File: src/rtl/wdt_map.svh
`ifndef WDT_MAP_SVH
`define WDT_MAP_SVH

// Register byte addresses
`define WDT_ADDR_KEY      32'hB7E0_0000
`define WDT_ADDR_CFG      32'hB7E0_0004
`define WDT_ADDR_COUNT    32'hB7E0_0008
`define WDT_ADDR_STAT     32'hB7E0_0014

// Service key and unlock values
`define WDT_KEY_START     8'h3C
`define WDT_KEY_FIRST     8'hC3
`define WDT_CFG_UNLOCK    8'h5A

// Configuration field positions
`define WDT_CFG_CLK_LO    0
`define WDT_CFG_CLK_HI    1
`define WDT_CFG_ITM       3
`define WDT_CFG_INTERVAL_RUN      4
`define WDT_CFG_OFINT     6
`define WDT_CFG_HALT      7
`define WDT_CFG_RESET     8'h00

// Status field positions
`define WDT_STAT_RSTSRC   0
`define WDT_STAT_WDIRQ    4
`define WDT_STAT_IVIRQ    5

// Divider select codes
`define WDT_DIV_1         2'h0
`define WDT_DIV_4         2'h1
`define WDT_DIV_16        2'h2
`define WDT_DIV_64        2'h3

// Prescale masks for each divide ratio
`define WDT_MASK_1        6'h00
`define WDT_MASK_4        6'h03
`define WDT_MASK_16       6'h0F
`define WDT_MASK_64       6'h3F

// Reset pulse length in bus clocks
`define WDT_RST_CYCLES    5'h10

`endif

File: src/rtl/wdt_pkg.sv
package wdt_pkg;

    // Configuration register fields, low byte
    typedef struct packed {
        logic       halt;
        logic       ofint;
        logic       rsv5;
        logic       interval_run;
        logic       interval_mode_select;
        logic       rsv2;
        logic [1:0] clk_sel;
    } wdt_cfg_s;

    // Service key sequence states, Gray along the path
    typedef enum logic [1:0] {
        KEY_STOPPED = 2'h0,
        KEY_ARMED   = 2'h1,
        KEY_PAIR    = 2'h3
    } wdt_key_e;

endpackage

File: src/rtl/wdt_prescaler.sv
`timescale 1ns/1ps
`include "wdt_map.svh"

module wdt_prescaler (
    // Clock and reset
    input  wire logic       clk,
    input  wire logic       rst,
    // Control
    input  wire logic       src_tick,
    input  wire logic       clr,
    input  wire logic [1:0] sel,
    // Divided tick
    output logic            cnt_tick
);

    logic [5:0] pre_q;  // Source edge counter

    // Mask of low prescale bits for a divide code
    function automatic logic [5:0] div_mask(input logic [1:0] s);
        case (s)
            `WDT_DIV_1:  div_mask = `WDT_MASK_1;
            `WDT_DIV_4:  div_mask = `WDT_MASK_4;
            `WDT_DIV_16: div_mask = `WDT_MASK_16;
            default:     div_mask = `WDT_MASK_64;
        endcase
    endfunction

    // Tick when all masked bits are ones on a source edge
    always_comb begin
        cnt_tick = src_tick && ((pre_q & div_mask(sel)) == div_mask(sel));
    end

    // Free counter of source edges; cleared with the main counter
    always_ff @(posedge clk) begin
        if (rst || clr) begin
            pre_q <= 6'h00;
        end else if (src_tick) begin
            pre_q <= pre_q + 6'h01;
        end
    end

endmodule

File: src/rtl/wdt_top.sv
`timescale 1ns/1ps
`include "wdt_map.svh"

module wdt_top #(
    parameter int CNT_W = 16  // Counter width
) (
    // Clock and reset
    input  wire logic        CLK,
    input  wire logic        SYS_RST,
    // Count source clock, sampled as a level
    input  wire logic        COUNT_SRC_CLK,
    // Register port
    input  wire logic [31:0] BUS_ADDR,
    input  wire logic [31:0] BUS_WDATA,
    input  wire logic        BUS_WR,
    input  wire logic        BUS_RD,
    output logic      [31:0] BUS_RDATA,
    // System outputs
    output logic             IRQ,
    output logic             WDT_RESET_OUT
);

    // Bus decode strobes
    logic                  wr_key;     // Write to service key
    logic                  wr_cfg;     // Write to configuration
    logic                  wr_stat;    // Write to status
    logic [7:0]            wbyte;      // Low write byte

    // Configuration state
    wdt_pkg::wdt_cfg_s     cfg_q;      // Live configuration
    logic                  unlock_q;   // Unlock value seen
    wdt_pkg::wdt_cfg_s     cfg_new;    // Masked write value

    // Service key sequence
    wdt_pkg::wdt_key_e     key_q;      // Sequence state
    wdt_pkg::wdt_key_e     key_d;      // Next sequence state
    logic                  key_clr;    // Counter clear request

    // Count path
    logic                  src_q;      // Previous source level
    logic                  src_tick;   // Source rising edge
    logic                  cnt_tick;   // Divided count tick
    logic                  running;    // Counter may advance
    logic [CNT_W-1:0]      count_q;    // Timer counter
    logic                  ovf;        // Overflow this cycle

    // Overflow consequences
    logic                  ovf_rst;    // Overflow wants reset
    logic                  ovf_wdirq;  // Overflow sets watchdog flag
    logic                  ovf_ivirq;  // Overflow sets interval flag

    // Status and reset pulse
    logic                  wdirq_q;    // Watchdog interrupt flag
    logic                  ivirq_q;    // Interval interrupt flag
    logic                  rstsrc_q;   // Last reset came from here
    logic [4:0]            rst_cnt_q;  // Reset pulse cycles left

    // Address decode; only low byte of data is meaningful
    always_comb begin
        wr_key  = BUS_WR && (BUS_ADDR == `WDT_ADDR_KEY);
        wr_cfg  = BUS_WR && (BUS_ADDR == `WDT_ADDR_CFG);
        wr_stat = BUS_WR && (BUS_ADDR == `WDT_ADDR_STAT);
        wbyte   = BUS_WDATA[7:0];
    end

    // Drop reserved bits from a configuration write
    always_comb begin
        cfg_new      = wdt_pkg::wdt_cfg_s'(wbyte);
        cfg_new.rsv5 = 1'b0;
        cfg_new.rsv2 = 1'b0;
    end

    // Unlock flag: armed by the unlock value, spent by next write
    always_ff @(posedge CLK) begin
        if (SYS_RST) begin
            unlock_q <= 1'b0;
        end else if (wr_cfg) begin
            // Unlock value only arms while locked; written while unlocked it is stored
            unlock_q <= !unlock_q && (wbyte == `WDT_CFG_UNLOCK);
        end
    end

    // Configuration register; a stray locked write is dropped
    always_ff @(posedge CLK) begin
        if (SYS_RST) begin
            cfg_q <= wdt_pkg::wdt_cfg_s'(`WDT_CFG_RESET);
        end else if (wr_cfg && unlock_q) begin
            cfg_q <= cfg_new;
        end
    end

    // Service key sequence, decided by mode
    always_comb begin
        key_d   = key_q;
        key_clr = 1'b0;
        if (wr_key) begin
            case (key_q)
                wdt_pkg::KEY_STOPPED: begin
                    // Only the start value wakes the counter
                    if (wbyte == `WDT_KEY_START) begin
                        key_d   = wdt_pkg::KEY_ARMED;
                        key_clr = 1'b1;
                    end
                end
                wdt_pkg::KEY_ARMED: begin
                    if (cfg_q.interval_mode_select) begin
                        // Interval mode clears on a single start value
                        key_clr = (wbyte == `WDT_KEY_START);
                    end else if (wbyte == `WDT_KEY_FIRST) begin
                        key_d = wdt_pkg::KEY_PAIR;
                    end
                end
                wdt_pkg::KEY_PAIR: begin
                    if (wbyte == `WDT_KEY_START) begin
                        key_d   = wdt_pkg::KEY_ARMED;
                        key_clr = 1'b1;
                    end
                    // Any other value leaves the half pair waiting
                end
                default: begin
                    key_d = wdt_pkg::KEY_STOPPED;
                end
            endcase
        end
        // Unexpected values fall through untouched
    end

    // Key sequence state
    always_ff @(posedge CLK) begin
        if (SYS_RST) begin
            key_q <= wdt_pkg::KEY_STOPPED;
        end else begin
            key_q <= key_d;
        end
    end

    // Source clock edge; input taken as synchronous to CLK
    always_ff @(posedge CLK) begin
        if (SYS_RST) begin
            src_q <= 1'b0;
        end else begin
            src_q <= COUNT_SRC_CLK;
        end
    end

    // Rising edge of the count source
    always_comb begin
        src_tick = COUNT_SRC_CLK && !src_q;
    end

    // Divider shares the clear so a serviced count restarts cleanly
    wdt_prescaler u_prescaler (
        .clk      (CLK),
        .rst      (SYS_RST),
        .src_tick (src_tick),
        .clr      (key_clr),
        .sel      (cfg_q.clk_sel),
        .cnt_tick (cnt_tick)
    );

    // Run gate: started, not halted, interval needs its run bit
    always_comb begin
        running = (key_q != wdt_pkg::KEY_STOPPED)
                  && !cfg_q.halt
                  && (!cfg_q.interval_mode_select || cfg_q.interval_run);
    end

    // Overflow at the wrap from all ones
    always_comb begin
        ovf = running && cnt_tick && (&count_q);
    end

    // Up-counter; clear has priority over a tick
    always_ff @(posedge CLK) begin
        if (SYS_RST) begin
            count_q <= '0;
        end else if (key_clr) begin
            count_q <= '0;
        end else if (running && cnt_tick) begin
            count_q <= count_q + {{(CNT_W-1){1'b0}}, 1'b1};
        end
    end

    // Route an overflow by mode and action bit
    // Limitation: a service write that lands in the wrap cycle clears the
    // count but does not cancel that overflow; software must service early
    always_comb begin
        ovf_ivirq = ovf && cfg_q.interval_mode_select;
        ovf_rst   = ovf && !cfg_q.interval_mode_select && cfg_q.ofint;
        ovf_wdirq = ovf && !cfg_q.interval_mode_select && !cfg_q.ofint;
    end

    // Watchdog flag; a new event beats a same-cycle clear
    always_ff @(posedge CLK) begin
        if (SYS_RST) begin
            wdirq_q <= 1'b0;
        end else if (ovf_wdirq) begin
            wdirq_q <= 1'b1;
        end else if (wr_stat && BUS_WDATA[`WDT_STAT_WDIRQ]) begin
            wdirq_q <= 1'b0;
        end
    end

    // Interval flag, same handling as the watchdog flag
    always_ff @(posedge CLK) begin
        if (SYS_RST) begin
            ivirq_q <= 1'b0;
        end else if (ovf_ivirq) begin
            ivirq_q <= 1'b1;
        end else if (wr_stat && BUS_WDATA[`WDT_STAT_IVIRQ]) begin
            ivirq_q <= 1'b0;
        end
    end

    // Reset source flag; only the system reset clears it
    always_ff @(posedge CLK) begin
        if (SYS_RST) begin
            rstsrc_q <= 1'b0;
        end else if (ovf_rst) begin
            rstsrc_q <= 1'b1;
        end
    end

    // Reset pulse length counter; a repeat overflow restarts it
    // The pulse only leaves the block; nothing here is reset by it, so the
    // source flag survives for software to read after the restart
    always_ff @(posedge CLK) begin
        if (SYS_RST) begin
            rst_cnt_q <= 5'h00;
        end else if (ovf_rst) begin
            rst_cnt_q <= `WDT_RST_CYCLES;
        end else if (rst_cnt_q != 5'h00) begin
            rst_cnt_q <= rst_cnt_q - 5'h01;
        end
    end

    // Reset output registered; high while cycles remain
    always_ff @(posedge CLK) begin
        if (SYS_RST) begin
            WDT_RESET_OUT <= 1'b0;
        end else begin
            WDT_RESET_OUT <= ovf_rst || (rst_cnt_q > 5'h01);
        end
    end

    // Interrupt line follows either sticky flag, registered
    always_ff @(posedge CLK) begin
        if (SYS_RST) begin
            IRQ <= 1'b0;
        end else begin
            IRQ <= wdirq_q || ivirq_q;
        end
    end

    // Read data stands only in the cycle after the strobe
    // Zero outside that cycle so a stale value is never mistaken for data
    always_ff @(posedge CLK) begin
        if (SYS_RST || !BUS_RD) begin
            BUS_RDATA <= 32'h0000_0000;
        end else begin
            case (BUS_ADDR)
                `WDT_ADDR_KEY: begin
                    BUS_RDATA <= 32'h0000_0000;
                end
                `WDT_ADDR_CFG: begin
                    BUS_RDATA <= {24'h00_0000, cfg_q};
                end
                `WDT_ADDR_COUNT: begin
                    BUS_RDATA <= 32'(count_q);
                end
                `WDT_ADDR_STAT: begin
                    BUS_RDATA <= 32'h0000_0000
                        | (32'(rstsrc_q) << `WDT_STAT_RSTSRC)
                        | (32'(wdirq_q)  << `WDT_STAT_WDIRQ)
                        | (32'(ivirq_q)  << `WDT_STAT_IVIRQ);
                end
                default: begin
                    // Unmapped addresses read zero
                    BUS_RDATA <= 32'h0000_0000;
                end
            endcase
        end
    end

endmodule

File: config.mk
export PLATFORM = sky130hd
export DESIGN_NAME = wdt_top
export DESIGN_NICKNAME = d
export VERILOG_FILES = /design/src/rtl/wdt_pkg.sv /design/src/rtl/wdt_prescaler.sv /design/src/rtl/wdt_top.sv
export VERILOG_INCLUDE_DIRS = /design/src /design/src/rtl
export SDC_FILE = /design/constraint.sdc
export NUM_CORES = 1
export LEC_CHECK = 0
export ABC_AREA = 1
export BUFFER_PORTS_ARGS = -buffer_cell sky130_fd_sc_hd__buf_2
export CELL_PAD_IN_SITES_DETAIL_PLACEMENT = 2
export CELL_PAD_IN_SITES_GLOBAL_PLACEMENT = 2
export CORE_UTILIZATION = 29
export DETAILED_ROUTE_END_ITERATION = 8
export PLACE_DENSITY = 0.84
export SYNTH_ARGS = -nofsm -noshare
export SYNTH_HDL_FRONTEND = slang
export SYNTH_SLANG_ARGS = --single-unit
export TNS_END_PERCENT = 30
File: constraint.sdc
create_clock -name CLK -period 4.2 [get_ports CLK]
set_clock_uncertainty 0.1 [all_clocks]
set_input_delay 0.42 -clock CLK [delete_from_list [all_inputs] [get_ports CLK]]
set_output_delay 0.42 -clock CLK [all_outputs]
set_load 0.005 [all_outputs]
==> run summary <==
worst vdd ir -> 0.167 mV
first-pass GRT wire length -> 17700 um
Relative slew margins -> 60.6%
Worst-path clk slew -> 0.06 ns
most frequent cell after synthesis -> nand2_1
Synthesis Warnings -> 0
crit path from -> key_q[0]$_SDFFE_PP0P_
Static Leak -> 1.85 nW
Detail Route Antenna Nets -> 0
syn_area_per_cell -> 6.63 sq um
post-synthesis sequential area ratio -> 33.7%
CP bufs+invs -> 2
failing checks -> DRC
Distinct cells, synth -> 32
crit-path max FO -> 26
power per cell area -> 369 nW/um^2
Syn Inst Count -> 519
Initial DRT Pass Iterations -> 6
ant diodes -> 0
CP Capture Type -> register
flops & latches, synth -> 58
top cell family by delay on the critical path -> simple AND/OR/NAND/NOR gates
Post-synth top cells -> nand2_1, nor2_1, inv_1
Synth area leaders -> dfxtp_1, nand2_1, nor2_1
asr flop ratio synth -> 0%
GRT Total Usage -> 18.3%
final period utilization -> 58.1%
hold wc startpoint -> COUNT_SRC_CLK
largest area contributor in the netlist -> dfxtp_1
hold_buf cts -> 0
CTS tree -> built
status -> finished with violations
measured slew at the worst slew-check pin -> 0.590 ns
RSZ-0062 raised after global routing -> no
Initial DRC Count -> 77
fin crit period -> 2.44 ns
GRT overflow -> 0
RePlAce Congestion -> 0.778
layout cells sized above 1 -> 19.1%
setup TNS -> 0 ns
Mapped Area -> 3440 sq um
DR vias -> 3353
final-report setup violation count -> 0
IO buf count -> 62
Num CTS Buffers -> 9
DR WL/cell -> 14.5 um
Worst-Skew Late Latency -> 0.33 ns
DPL Wire Length -> 8190 um
P&R area growth vs syn -> 17.7%
chip width -> 111 um
Min-Delay Path Class -> input pin to register
setup bufs post-CTS -> 0
FF-to-FF Start -> key_q[0]$_SDFFE_PP0P_
Die Y -> 111 um
initial antenna violation count -> 0
CTS root buf -> clkbuf_16
largest net degree at the start of global routing -> 27
endpoints failing hold -> 0
final net count -> 660
CP cell instances -> inv_1 > ha_1 > inv_1 > nand2_1 > nor2_2 > nand3_2 > nor2_4 > nand4_1 > nand2_1 > nor2_1
crit path DAT -> 2.56 ns
H-tree depth -> 3
CTS Buffer Depth -> 2
final max-slew violation count -> 0
vias per cell -> 4.59
share of the synthesized area in the top cell type -> 33.7%
CP max-delay cell -> nor2_4
# resized after CTS -> 0
number of synthesized flops with an enable pin -> 0
vias in the first global route -> 3667
Core ar. -> 11500 sq um
dominant synthesized flop cell -> dfxtp_1
final wirelength -> 10600 um
slowest cell delay on critical path -> 0.49 ns
DRC viols -> 8
hold slack -> 0.220 ns
Pwr Total -> 1.50 mW
crit start category -> register
Setup CP Type -> register to register
I/O pins -> 103
die area -> 12300 sq um
Initial Utilization -> 29.9%
PnR worst setup slack -> 1.76 ns
MaxCap Viol Count -> 0
clock sinks -> 58
max frequency -> 0.410 GHz
dpl ws -> 1.78 ns
num rows -> 39
Critical Path RT -> 4.32 ns
-- metal layers --
metal | wire length [um] | vias to the layer above | global-route usage, % | part of all wire (%)
met5 | 0 | - | 0 | 0
met4 | 171 | 0 | 5.11 | 1.6
met3 | 273 | 13 | 3.83 | 2.6
met2 | 5740 | 51 | 35.4 | 54
met1 | 4420 | 1627 | 19.8 | 42
li1 | - | 1662 | - | -
-- metrics by stage --
step           instance area [sq um]  instances  util [%]
6_report                        4050        730      35.2
3_5_place_dp                    3790        714      32.9
3_3_place_gp                    3790        714      32.9
2_1_floorplan                   3500        534         -
5_1_grt                         4050        730      35.2
4_1_cts                         4050        730      35.2
-- cell type report --
class,instances,area (sq um)
repair buffers,62,310
clock buffers,11,233
well taps,143,179
flip-flops and latches,58,1160
multi-input cells,362,1800
fillers,1415,7460
clock inverters,5,31.3
inverters,89,334
-- worst min-delay path, stage by stage --
cell	delay (ns)
buf_2	0.11
inv_1	0.05
nor2_1	0.03
-- path summary, 6_finish.rpt --
kind / end / slack, ns / cells past startpoint
hold / removal: src_q$_SDFF_PP0_ / 0.22 / 3
setup / recovery: rst_cnt_q[1]$_SDFFE_PP0P_ / 1.76 / 10
hold reg to reg: ivirq_q$_SDFFE_PP0P_ / 0.38 / 2
setup reg to reg: rst_cnt_q[1]$_SDFFE_PP0P_ / 1.76 / 10
-- registers in the layout (all words and copies together), names as in the netlist --
signal	cells
BUS_RDATA	16
IRQ	1
WDT_RESET_OUT	1
cfg_q	6
count_q	16
ivirq_q	1
key_q	2
rst_cnt_q	5
rstsrc_q	1
src_q	1
u_prescaler.pre_q	6
unlock_q	1
wdirq_q	1
-- where the power goes --
group / total (mW) / internal [mW] / switching [mW] / leakage [nW]
registers: 0.604 / 0.581 / 0.0225 / 0.469
clock network: 0.652 / 0.396 / 0.256 / 0.129
logic: 0.240 / 0.0969 / 0.143 / 1.25
-- cell usage in the layout (no fill, tap or decap), drive strengths merged, types with 11 or more instances in the layout --
cell type	netlist	routed
nor3	15	15
nand2	121	121
dfxtp	58	58
nor2	112	112
nand3	34	34
o21ai	16	16
inv	89	89
xor2	15	15
conb	1	16
buf	24	62
clkbuf	1	11
-- cells by family (layout without fill, tap and decap cells) --
| logic type | count (synthesis) | in the layout | synth area share [%] |
|---|---|---|---|
| simple gates | 294 | 294 | 39.0 |
| mux | 1 | 1 | 0.291 |
| fa+ha+maj | 9 | 9 | 3.27 |
| xor+xnor | 17 | 17 | 4.32 |
| other cells | 1 | 16 | 0.109 |
| flops | 58 | 58 | 33.7 |
| buf+inv | 114 | 167 | 15.5 |
| compound gates | 25 | 25 | 3.78 |
(Power assumes the default switching activity.)
